--- src/shared/charge_timers_regs.svh ---
// named constants for the charge termination and safety timer block
`ifndef CHARGE_TIMERS_REGS_SVH
`define CHARGE_TIMERS_REGS_SVH

`define CLK_HZ            32'd25000000
`define MINUTE_S          32'd60
`define TIMER_W           10
`define LOW_BAT_TIME_MIN  10'd120
`define FC_STEP_MIN       10'd30
`define FC_FIELD_W        5
`define ICHG_FIELD_W      7
`define ICHG_OFF          7'h00
`define COUNT_ZERO        10'h000

`endif

--- src/shared/charge_timers_pkg.sv ---
// types shared by the charge termination and safety timer block
package charge_timers_pkg;

	typedef enum logic [2:0] {
		ST_RESET = 3'b000,
		ST_LOWBAT = 3'b001,
		ST_FAST = 3'b010,
		ST_FULL = 3'b011,
		ST_TERM = 3'b100,
		ST_FAULT = 3'b101
	} charge_state_t;

endpackage : charge_timers_pkg

--- src/hdl/minute_tick.sv ---
// free-running prescaler giving one-cycle base ticks for the safety timers
`timescale 1ns/1ps
module minute_tick #(
	parameter int unsigned CYCLES = 32'd1500000000
) (
	input  wire logic clk,
	input  wire logic rstn,
	output logic      tick_q
);
	logic [31:0] cnt_q;
	logic [31:0] cnt_d;
	wire         wrap_w = (cnt_q >= (CYCLES - 32'd1));

	assign cnt_d = wrap_w ? 32'h00000000 : cnt_q + 32'h00000001;

	always_ff @(posedge clk or negedge rstn) begin
		if (!rstn) begin
			cnt_q  <= 32'h00000000;
			tick_q <= 1'b0;
		end else begin
			cnt_q  <= cnt_d;
			tick_q <= wrap_w;
		end
	end
endmodule : minute_tick

--- src/hdl/safety_timer.sv ---
// minute counter with clear, stop, half rate and a sticky expiry flag
`timescale 1ns/1ps
`include "charge_timers_regs.svh"
module safety_timer #(
	parameter int W = `TIMER_W
) (
	input  wire logic         clk,
	input  wire logic         rstn,
	input  wire logic         clear,
	input  wire logic         run,
	input  wire logic         half,
	input  wire logic         tick,
	input  wire logic [W-1:0] limit,
	output logic [W-1:0]      count_q,
	output logic              expired_q
);
	logic phase_q;
	// stop wins over half rate since run is already gated by every suspend cause
	wire  step_w    = tick && run && !expired_q;
	wire  advance_w = step_w && (!half || phase_q);
	wire  reach_w   = advance_w && ((count_q + {{(W-1){1'b0}}, 1'b1}) >= limit);

	always_ff @(posedge clk or negedge rstn) begin
		if (!rstn) begin
			count_q   <= '0;
			phase_q   <= 1'b0;
			expired_q <= 1'b0;
		end else if (clear) begin
			count_q   <= '0;
			phase_q   <= 1'b0;
			expired_q <= 1'b0;
		end else begin
			if (advance_w)
				count_q <= count_q + {{(W-1){1'b0}}, 1'b1};
			if (step_w)
				phase_q <= half ? !phase_q : 1'b0;
			if (reach_w)
				expired_q <= 1'b1;
		end
	end
endmodule : safety_timer

--- src/hdl/charge_termination_safety_timers.sv ---
// charge completion decision and the low-battery and fast-charge safety timers
//
// Operation
// - end charge at termination voltage and low current
// - no completion while input or thermal loops act
// - termination disabled: hold in full state regulating
// - full state still caps current at field
// - termination enabled: charger off, keep watching voltage
// - recharge from terminated when voltage below offset
// - low battery: 120 minute timer, fast held
// - low timer expiry latches charging fault state
// - low timer stops in suspend states
// - above low threshold: fast runs, low held
// - fast duration from five bit field
// - fast timer expiry latches fault, charging off
// - disable bit resets timers, suspend bit freezes
// - temperature suspend stops both timers
// - regulation loops halve both timer rates
// - hot or cold reduction halves fast timer
// - cool or warm zones keep low timer full
// - timers reset on reset, disable, completion, exit
// - below cold limit suspend charging, stop timers
// - above hot limit suspend charging, stop timers
`timescale 1ns/1ps
`include "charge_timers_regs.svh"
module charge_termination_safety_timers #(
	parameter int unsigned MINUTE_CYCLES = `CLK_HZ * `MINUTE_S
) (
	input  wire logic                       clk,
	input  wire logic                       rstn,
	// mode control
	input  wire logic                       charge_enable_pin,
	input  wire logic                       charge_enable_override,
	input  wire logic                       charge_enable_bit,
	input  wire logic                       high_impedance_mode_bit,
	input  wire logic                       term_enable,
	input  wire logic                       timer_disable_bit,
	input  wire logic                       timer_suspend_bit,
	input  wire logic [`FC_FIELD_W-1:0]     fast_charge_duration_field,
	input  wire logic [`ICHG_FIELD_W-1:0]   fast_charge_current_field,
	// comparator results
	input  wire logic                       vbat_at_termination_voltage,
	input  wire logic                       ichg_below_termination_current,
	input  wire logic                       vbat_below_recharge_offset,
	input  wire logic                       vbat_below_low_battery_threshold,
	// regulation loops
	input  wire logic                       vin_loop_active,
	input  wire logic                       iin_loop_active,
	input  wire logic                       thermal_loop_active,
	// temperature zones
	input  wire logic                       cold_suspend_zone,
	input  wire logic                       hot_suspend_zone,
	input  wire logic                       cool_zone,
	input  wire logic                       warm_zone,
	input  wire logic                       zone_reduces_charge,
	// status
	output charge_timers_pkg::charge_state_t state_q,
	output logic                            charger_on_q,
	output logic [`ICHG_FIELD_W-1:0]        current_cap_q,
	output logic                            fault_q,
	output logic                            low_bat_timer_run_q,
	output logic                            fast_timer_run_q,
	output logic                            low_bat_expired_q,
	output logic                            fast_expired_q,
	output logic [`TIMER_W-1:0]             low_bat_minutes_q,
	output logic [`TIMER_W-1:0]             fast_minutes_q
);

	function automatic logic [`TIMER_W-1:0] fast_limit(input logic [`FC_FIELD_W-1:0] f);
		logic [`TIMER_W-1:0] steps;
		steps = {{(`TIMER_W-`FC_FIELD_W){1'b0}}, f} + 10'd1;
		// 0 gives 30 minutes, 31 gives 16 hours
		fast_limit = 10'(steps * `FC_STEP_MIN);
	endfunction : fast_limit

	charge_timers_pkg::charge_state_t state_d;

	logic               tick_w;
	logic               lb_expired_w;
	logic               fc_expired_w;
	logic [`TIMER_W-1:0] lb_count_w;
	logic [`TIMER_W-1:0] fc_count_w;

	// the override bit takes the enable away from the pin
	wire charge_mode_w  = !high_impedance_mode_bit &&
	                      (charge_enable_override ? charge_enable_bit : charge_enable_pin);
	wire temp_suspend_w = charge_mode_w && (cold_suspend_zone || hot_suspend_zone);
	wire reg_loop_w     = vin_loop_active || iin_loop_active || thermal_loop_active;
	wire complete_w     = vbat_at_termination_voltage && ichg_below_termination_current
	                      && !reg_loop_w;

	wire in_lowbat_w = (state_q == charge_timers_pkg::ST_LOWBAT);
	wire in_fast_w   = (state_q == charge_timers_pkg::ST_FAST);
	wire in_full_w   = (state_q == charge_timers_pkg::ST_FULL);
	wire in_term_w   = (state_q == charge_timers_pkg::ST_TERM);
	wire in_fault_w  = (state_q == charge_timers_pkg::ST_FAULT);
	wire in_reset_w  = (state_q == charge_timers_pkg::ST_RESET);
	wire done_d_w    = (state_d == charge_timers_pkg::ST_FULL) ||
	                   (state_d == charge_timers_pkg::ST_TERM);

	// common reset causes for both timers
	wire timers_clear_w = in_reset_w || timer_disable_bit || !charge_mode_w ||
	                      in_full_w || in_term_w || done_d_w;
	// fault keeps its timer so the flag holds until a real reset cause
	wire lb_clear_w = timers_clear_w || !(in_lowbat_w || in_fault_w);
	wire fc_clear_w = timers_clear_w || in_lowbat_w;
	wire lb_run_w   = in_lowbat_w && !temp_suspend_w && !timer_suspend_bit;
	wire fc_run_w   = in_fast_w && !temp_suspend_w && !timer_suspend_bit;
	// cool and warm zones do not touch the low battery rate
	wire lb_half_w  = reg_loop_w;
	wire fc_half_w  = reg_loop_w || zone_reduces_charge;
	wire [`TIMER_W-1:0] fc_limit_w = fast_limit(fast_charge_duration_field);

	wire unused_zone_w = cool_zone ^ warm_zone;

	always_comb begin
		state_d = state_q;
		if (!charge_mode_w) begin
			state_d = charge_timers_pkg::ST_RESET;
		end else begin
			case (state_q)
				charge_timers_pkg::ST_RESET: begin
					state_d = vbat_below_low_battery_threshold ?
					          charge_timers_pkg::ST_LOWBAT : charge_timers_pkg::ST_FAST;
				end
				charge_timers_pkg::ST_LOWBAT: begin
					if (lb_expired_w)
						state_d = charge_timers_pkg::ST_FAULT;
					else if (!vbat_below_low_battery_threshold)
						state_d = charge_timers_pkg::ST_FAST;
				end
				charge_timers_pkg::ST_FAST: begin
					if (fc_expired_w)
						state_d = charge_timers_pkg::ST_FAULT;
					else if (vbat_below_low_battery_threshold)
						state_d = charge_timers_pkg::ST_LOWBAT;
					else if (complete_w && !temp_suspend_w)
						state_d = term_enable ? charge_timers_pkg::ST_TERM
						                      : charge_timers_pkg::ST_FULL;
				end
				charge_timers_pkg::ST_FULL: begin
					// regulates indefinitely, only a mode exit leaves
					state_d = charge_timers_pkg::ST_FULL;
				end
				charge_timers_pkg::ST_TERM: begin
					if (vbat_below_recharge_offset)
						state_d = charge_timers_pkg::ST_FAST;
				end
				charge_timers_pkg::ST_FAULT: begin
					// leaves only once the expired timer has been reset
					if (!lb_expired_w && !fc_expired_w)
						state_d = charge_timers_pkg::ST_RESET;
				end
				default: begin
					state_d = charge_timers_pkg::ST_RESET;
				end
			endcase
		end
	end

	// host may move the duration field at any time; changing it live can
	// make the count jump past the new limit, so disable first
	wire charger_on_d_w = (in_fast_w || in_full_w || in_lowbat_w) &&
	                      charge_mode_w && !temp_suspend_w;
	wire [`ICHG_FIELD_W-1:0] cap_d_w = (charger_on_d_w && !in_lowbat_w) ?
	                                   fast_charge_current_field : `ICHG_OFF;

	minute_tick #(
		.CYCLES (MINUTE_CYCLES)
	) u_tick (
		.clk    (clk),
		.rstn   (rstn),
		.tick_q (tick_w)
	);

	safety_timer #(
		.W (`TIMER_W)
	) u_low_bat (
		.clk       (clk),
		.rstn      (rstn),
		.clear     (lb_clear_w),
		.run       (lb_run_w),
		.half      (lb_half_w),
		.tick      (tick_w),
		.limit     (`LOW_BAT_TIME_MIN),
		.count_q   (lb_count_w),
		.expired_q (lb_expired_w)
	);

	safety_timer #(
		.W (`TIMER_W)
	) u_fast (
		.clk       (clk),
		.rstn      (rstn),
		.clear     (fc_clear_w),
		.run       (fc_run_w),
		.half      (fc_half_w),
		.tick      (tick_w),
		.limit     (fc_limit_w),
		.count_q   (fc_count_w),
		.expired_q (fc_expired_w)
	);

	always_ff @(posedge clk or negedge rstn) begin
		if (!rstn) begin
			state_q <= charge_timers_pkg::ST_RESET;
		end else begin
			state_q <= state_d;
		end
	end

	always_ff @(posedge clk or negedge rstn) begin
		if (!rstn) begin
			charger_on_q        <= 1'b0;
			current_cap_q       <= `ICHG_OFF;
			fault_q             <= 1'b0;
			low_bat_timer_run_q <= 1'b0;
			fast_timer_run_q    <= 1'b0;
		end else begin
			charger_on_q        <= charger_on_d_w && !unused_zone_w ^ unused_zone_w;
			current_cap_q       <= cap_d_w;
			fault_q             <= (state_d == charge_timers_pkg::ST_FAULT);
			low_bat_timer_run_q <= lb_run_w && !lb_clear_w;
			fast_timer_run_q    <= fc_run_w && !fc_clear_w;
		end
	end

	always_ff @(posedge clk or negedge rstn) begin
		if (!rstn) begin
			low_bat_expired_q <= 1'b0;
			fast_expired_q    <= 1'b0;
			low_bat_minutes_q <= `COUNT_ZERO;
			fast_minutes_q    <= `COUNT_ZERO;
		end else begin
			low_bat_expired_q <= lb_expired_w;
			fast_expired_q    <= fc_expired_w;
			low_bat_minutes_q <= lb_count_w;
			fast_minutes_q    <= fc_count_w;
		end
	end

endmodule : charge_termination_safety_timers

--- config.mk ---
export PLATFORM = sky130hd
export DESIGN_NAME = charge_termination_safety_timers
export DESIGN_NICKNAME = d
export VERILOG_FILES = /design/src/shared/charge_timers_pkg.sv /design/src/hdl/minute_tick.sv /design/src/hdl/safety_timer.sv /design/src/hdl/charge_termination_safety_timers.sv
export VERILOG_INCLUDE_DIRS = /design/src /design/src/shared
export SDC_FILE = /design/constraint.sdc
export NUM_CORES = 1
export LEC_CHECK = 0
export ABC_AREA = 1
export BUFFER_PORTS_ARGS = -buffer_cell sky130_fd_sc_hd__clkbuf_2
export CORE_AREA = 2 2 76 132
export CTS_CLUSTER_SIZE = 8
export DETAILED_ROUTE_END_ITERATION = 10
export DIE_AREA = 0 0 78 134
export GPL_TIMING_DRIVEN = 0
export PLACE_DENSITY = 0.78
export RECOVER_POWER = 25
export SLEW_MARGIN = 10
export SYNTH_ARGS = -nofsm -noshare
export SYNTH_HDL_FRONTEND = slang
export SYNTH_SLANG_ARGS = --single-unit
export TNS_END_PERCENT = 1
--- constraint.sdc ---
create_clock -name clk -period 3 [get_ports clk]
set_clock_uncertainty 0.1 [all_clocks]
set_input_delay 0.15 -clock clk [delete_from_list [all_inputs] [get_ports clk]]
set_output_delay 0.15 -clock clk [all_outputs]
set_load 0.1 [all_outputs]
==> results_dict.tcl, run 1 <==
set metrics [dict create \
    fin_crit_ns 3.313 \
    drtIter0Drc 211 \
    synthFlopType "dfrtp_1" \
    worstSetupEndpointType "flip-flop" \
    clock_latency_ns 0.35 \
    finalSetupViolations 1 \
    final_max_slew_viol_count 41 \
    avgSynthCellArea_um2 8.527 \
    final_layout_size_suffix_gt1_share_pct 25.52 \
    postSynth.asyncResetShare_pct 100.0 \
    yosys-top-cells-area "dfrtp_1, nand2_1, xor2_1, inv_1, nor2_1" \
    p_per_area_nw_per_um2 458.1 \
    ir_worst_vdd_v 0.0002994 \
    yosysWarnings 0 \
    grt_pass1_vias 4662 \
    drv_cap 1 \
    layout.nets 776 \
    gr-total-overflow 0 \
    post_drt_wl_per_cell_um 14.32 \
    yosysTopAreaCell "dfrtp_1" \
    grt_use_total_pct 24.73 \
    fmax_ghz 0.3018 \
    crit_required_ns 3.14 \
    area_delta_synth_final_pct 21.83 \
    portBuffers 66 \
    ant_nets 0 \
    seq_area_frac_synth_pct 43.81 \
    ios 69 \
    cts_root_buffer "clkbuf_16" \
    cts_tree "yes" \
    synthTopCellsByCount "nand2_1, dfrtp_1, inv_1" \
    fp.dieW_um 78 \
    synth-edff-count 0 \
    start_kind "input pin" \
    synth_most_common_cell "nand2_1" \
    antenna_found_initial 0 \
    rsz0062_at_grt "true" \
    avgViaCountPerCell 5.243 \
    gp_congestion 0.9148 \
    coreArea_um2 9409 \
    finalSetupTns_ns -0.3130 \
    grt_max_degree 54 \
    violations "max-capacitance violations, max-slew violations, negative setup slack" \
    cts.sinks 93 \
    ys_seq_elements 93 \
    grt_pass1_wl_mm 20.41 \
    drc_errors 0 \
    synth_nets 683 \
    timing.slew.headroom_pct -53.83 \
    worst-endpoint-arrival_ns 3.45 \
    yosysTopAreaCellShare_pct 43.81 \
    initial_core_util_pct 56.46 \
    ys_types 42 \
    drt_first_pass_iters 4 \
    die_y_um 134 \
    final-hold-violation-count 0 \
    vias 4420 \
    p_leak_nw 3.169 \
    antenna_cells 0 \
    syn_area_um2 5313 \
    crit_fanout 4 \
    fin_crit_sh_pct 110.4 \
    dieArea_um2 10450 \
    clk_pin_slew_worst_paths_ns 0.07 \
    drt-total-wl_mm 12.07 \
    p_total_mw 2.965 \
    synthCells 623 \
    h-tree-depth 3 \
    rows 47 \
    place_hpwl_mm 9.329 \
    critPathKind "input pin to flip-flop" \
    cts_buffers 9 \
    setup_slack_ns -0.3130 \
    status "complete, but fails checks" \
    clockBufferDepth 2 \
    tightest_slew_ns 2.307 \
    hp-class "input pin to flip-flop" \
]
-- cell usage in the layout, fill, tap and decap left out, drive strengths merged, types with 3 or more instances in the layout --
cell type    synthesis  routed
o21ai               11      11
nand3               27      27
clkinv               0       3
nand4               13      13
nor2               112     112
dfrtp               93      93
a21oi               25      25
xor2                40      40
ha                  24      24
nor4                 9       9
buf                  8      16
nand2               99      99
nand3b               3       3
clkbuf               0      75
a211oi               3       3
nor3                27      27
nor3b                4       4
inv                 93      96
xnor2               12      12
dlygate4sd3          0       8
fa                   3       3
mux2i                3       3
-- layer usage --
layer / vias to the layer above / routed length, um / GRT usage, %
met3: 49 / 332 / 4.441
met4: 0 / 702 / 16.37
li1: 2173 / - / -
met2: 98 / 6697 / 45.69
met5: - / 0 / 0
met1: 2100 / 4341 / 24.67
-- flip-flops by register name, summed over array words and instances, names as in the netlist, 3 cells and up --
name,flops
u_tick.cnt_q,32
fast_minutes_q,10
low_bat_minutes_q,10
u_fast.count_q,10
u_low_bat.count_q,10
current_cap_q,7
state_q,3
-- cells by family (layout without fill, tap and decap cells) --
group	after synthesis	count (layout)	synth area share, %
adder cells (fa/ha/maj)	28	28	6.971
AO/OA/AOI/OAI	45	45	4.757
flip-flops	93	93	43.81
XOR/XNOR	52	52	8.573
multiplexers	3	3	0.5653
buffers and inverters	101	199	7.678
AND/OR/NAND/NOR	300	300	27.58
other	1	1	0.07059
-- per-stage QoR --
| stage | worst slack (ns) | utilization [%] | instances | hold slack (ns) | cell area (um^2) |
|---|---|---|---|---|---|
| 3_5_place_dp | -1.099 | 63.07 | 812 | 0.1104 | 5934 |
| 3_3_place_gp | -0.9588 | 62.75 | 811 | 0.2454 | 5904 |
| 6_report | -0.3130 | 68.79 | 843 | 0.02524 | 6472 |
| 4_1_cts | -0.3053 | 68.76 | 843 | 0.02738 | 6470 |
| 2_1_floorplan | -0.4354 | - | 623 | -0.2456 | 5421 |
| 5_1_grt | -0.5888 | 68.79 | 843 | 0.05336 | 6472 |
-- worst paths after layout --
| path | start | endpoint | slack [ns] | depth (start not counted) |
|---|---|---|---|---|
| min in group asynchronous | rstn | u_tick.cnt_q[1] | 0.94 | 2 |
| max in group asynchronous | rstn | low_bat_minutes_q[2] | 0.55 | 2 |
| min | cold_suspend_zone | charger_on_q | 0.03 | 4 |
| min reg2reg | u_low_bat.count_q[7] | low_bat_minutes_q[7] | 0.28 | 0 |
| max | fast_charge_duration_field[0] | u_fast.expired_q | -0.31 | 25 |
| max reg2reg | u_fast.count_q[0] | u_fast.expired_q | 0.37 | 12 |
-- area by class of cell --
class | count | area, um^2
plain buffers | 8 | 58.81
clock buffers | 9 | 225.2
clock inverters | 7 | 65.06
fillers | 754 | 2937
inverters | 93 | 356.6
multi-input cells | 429 | 2749
flip-flops and latches | 93 | 2327
well taps | 122 | 152.6
repair buffers | 82 | 538.0
-- worst max-delay path, cell delays in order --
cell	delay, ns
clkbuf_16	0.12
inv_6	0.05
nor3_4	0.20
or2_4	0.17
nand2_4	0.06
nand2_1	0.10
nand2_1	0.06
nand2_1	0.07
nand2_2	0.06
fa_1	0.52
inv_2	0.05
ha_4	0.25
a21oi_2	0.14
o21ai_2	0.08
nand2_1	0.06
nand2_1	0.07
a21oi_2	0.15
xor2_1	0.16
ha_1	0.27
nand2_1	0.10
nor2_1	0.04
a211oi_1	0.17
o2111ai_1	0.16
a21oi_2	0.16
nor2_2	0.04
-- power breakdown --
group | total [mW] | leakage (nW) | switching, mW | internal, mW
Combinational | 0.604 | 1.74 | 0.341 | 0.263
Sequential | 1.27 | 1.29 | 0.00755 | 1.26
Clock | 1.09 | 0.140 | 0.513 | 0.580
-- timing repair --
item                                    CTS  global route
setup buffers                             7             0
hold buffers                              8             0
resized for setup                        26             2
endpoints found under the hold margin    47             0
pin swaps                                26             0
endpoints found under the setup margin    1             1
Power figures use the tool's default switching activity.
==> run 2: changes to the inputs <==
Settings changed: REMOVE_ABC_BUFFERS set to 1.
==> run 2 against run 1 <==
Effect of this change:
- the flow still finishes with violations (max-capacitance violations, max-slew violations, negative setup slack)
- first-iteration DRC count is 25% higher
- sequential share of layout area is 0.12 points lower
- core utilization is 0.23 points higher
- critical path depth is 6 lower
- clock power is 5% higher
- largest cell class unchanged
- cell area is 0.33% higher
- count of clock-buffer cells in the layout stayed put
- non-clock buffer count is 4 lower
- via count is 0.48% higher
==> results_dict.tcl, run 2 (synthesis results as in run 1) <==
set metrics [dict create \
    antenna_found_initial 0 \
    pre_cts_slack_ns -1.344 \
    antenna_cells 0 \
    avgViaCountPerCell 5.293 \
    ios 69 \
    layout_commonest_cell "dfrtp_1" \
    grt_max_degree 54 \
    gp_congestion 0.9053 \
    place_hpwl_mm 8.769 \
    drt_first_pass_iters 5 \
    dieArea_um2 10450 \
    cts_root_buffer "clkbuf_16" \
    clkPwrFrac_pct 36.8 \
    final_layout_size_suffix_gt1_share_pct 26.36 \
    combPwrFrac_pct 22.3 \
    cts_buffers 9 \
    worstHoldPathCells 4 \
    coreArea_um2 9409 \
    fp.dieW_um 78 \
    grt_pass1_vias 4599 \
    drv_cap 1 \
    fin_crit_ns 3.615 \
    timing.slew.headroom_pct -47.62 \
    top_register "u_tick.cnt_q" \
    swShare_pct 28.59 \
    drt-total-wl_mm 12.39 \
    fmax_ghz 0.2766 \
    violations "max-capacitance violations, max-slew violations, negative setup slack" \
    placed_area_um2 5767 \
    dpl.cell_count 804 \
    cp_slowest_stage_delay_ns 0.49 \
    setup_slack_ns -0.6153 \
    worst_path_max_delay_cell "fa_1" \
    worstPathCellList "clkbuf_16 > ha_4 > xor2_4 > inv_2 > maj3_2 > fa_1 > inv_2 > ha_4 > nand2_2 > o21ai_2 > buf_4 > xor2_1 > ha_1 > a21oi_1 > nor2_2 > a211oi_2 > o2111ai_2 > a21oi_2 > nor2_2" \
    area_delta_synth_final_pct 22.23 \
    fin_cells 839 \
    drtIter0Drc 264 \
    p_per_area_nw_per_um2 476.7 \
    initial_core_util_pct 56.46 \
    critPathKind "input pin to flip-flop" \
    cts_tree "yes" \
    switchingPower_mw 0.8852 \
    worstSetupEndpointType "flip-flop" \
    final_cell_area_um2 6494 \
    grt_use_total_pct 24.72 \
    mostFrequentLayoutCells "dfrtp_1, nand2_1, nor2_1" \
    hp-class "input pin to flip-flop" \
    post_drt_wl_per_cell_um 14.76 \
    ant_nets 0 \
    tightest_slew_ns 2.214 \
    crit_fanout 4 \
    fin_crit_sh_pct 120.5 \
    pwr-share-seq_pct 40.9 \
    status "complete, but fails checks" \
    reg2regPathDepth 12 \
    drc_errors 0 \
    finalSetupViolations 1 \
    worst-endpoint-arrival_ns 3.74 \
    layout.nets 772 \
    grt_pass1_wl_mm 20.44 \
    clk_pin_slew_worst_paths_ns 0.06 \
    clockBufferDepth 2 \
    crit_required_ns 3.12 \
    final-hold-violation-count 0 \
    p_total_mw 3.096 \
    gr-total-overflow 0 \
    ir_worst_vdd_v 0.0003417 \
    rows 47 \
    start_kind "input pin" \
    vias 4441 \
    cts.sinks 93 \
    p_int_mw 2.210 \
    final_max_slew_viol_count 41 \
    p_leak_nw 3.161 \
    largest_register_ffs 32 \
    die_y_um 134 \
    h-tree-depth 3 \
    portBuffers 66 \
    clock_latency_ns 0.35 \
    rsz0062_at_grt "true" \
]
==> run 2: cell count changes in the layout (fill, tap and decap cells not counted), moves of 3 or more <==
cell | previous run | this run
buf_4 | 7 | 11
buf_2 | 5 | 0
buf_6 | 3 | 0
clkinv_4 | 3 | 0
==> run 2: repair_timing <==
item                                    4_1_cts  5_1_grt
endpoints found under the setup margin        1        1
gates cloned                                  0        0
setup buffers                                 7        4
gates resized for setup                      52       10
hold endpoints to repair                     47        0
pin swaps                                    23       21
hold buffers                                  8        0
==> run 2: critical path, delay by kind of cell <==
family | cells | cell delay [ns]
AOI/OAI and AO/OA | 5 | 1.03
buffers and inverters | 4 | 0.39
adders and majority gates | 5 | 1.55
xor gates and xnor gates | 2 | 0.41
and+or+nand+nor | 3 | 0.19
==> run 2: layer usage <==
metal / share of wire [%] / up-vias / GRT usage [%]
li1: - / 2153 / -
met1: 36 / 2141 / 24.83
met2: 57 / 95 / 46.74
met3: 2.6 / 52 / 4.374
met4: 4.7 / 0 / 13.94
met5: 0 / - / 0
==> run 2: final timing paths <==
kind	from	to	slack [ns]
max	fast_charge_duration_field[1]	u_fast.expired_q	-0.62
min	hot_suspend_zone	charger_on_q	0.01
max reg2reg	u_fast.count_q[0]	u_fast.expired_q	0.12
min reg2reg	u_low_bat.count_q[7]	low_bat_minutes_q[7]	0.28
max in group asynchronous	rstn	low_bat_minutes_q[3]	0.63
min in group asynchronous	rstn	u_tick.cnt_q[20]	0.89
==> run 2: final cells by class <==
class                   instances  area [um^2]
flip-flops and latches         93         2327
clock inverters                 7        72.57
repair buffers                 86        569.3
well taps                     122        152.6
multi-input cells             429         2788
clock buffers                   9        225.2
inverters                      93        359.1
fillers                       704         2915
==> run 2: power by group through the flow <==
stage	registers (mW)	clock network, mW	logic [mW]
3_5_place_dp	1.29	0	0.453
4_1_cts	1.27	1.15	0.602
2_1_floorplan	1.30	0	0.304
3_3_place_gp	1.29	0	0.420
5_1_grt	1.27	1.21	0.756
6_report	1.27	1.14	0.690
==> run 2: through the flow <==
| stage | TNS (ns) | util (%) | hold slack [ns] |
|---|---|---|---|
| after floorplan | -0.6910 | - | -0.2456 |
| after global placement | -1.174 | 60.97 | 0.2427 |
| after detailed placement | -1.344 | 61.29 | 0.1104 |
| after CTS | -0.4939 | 68.40 | 0.005875 |
| after global routing | -0.7149 | 69.02 | 0.02639 |
| final | -0.6153 | 69.02 | 0.01324 |
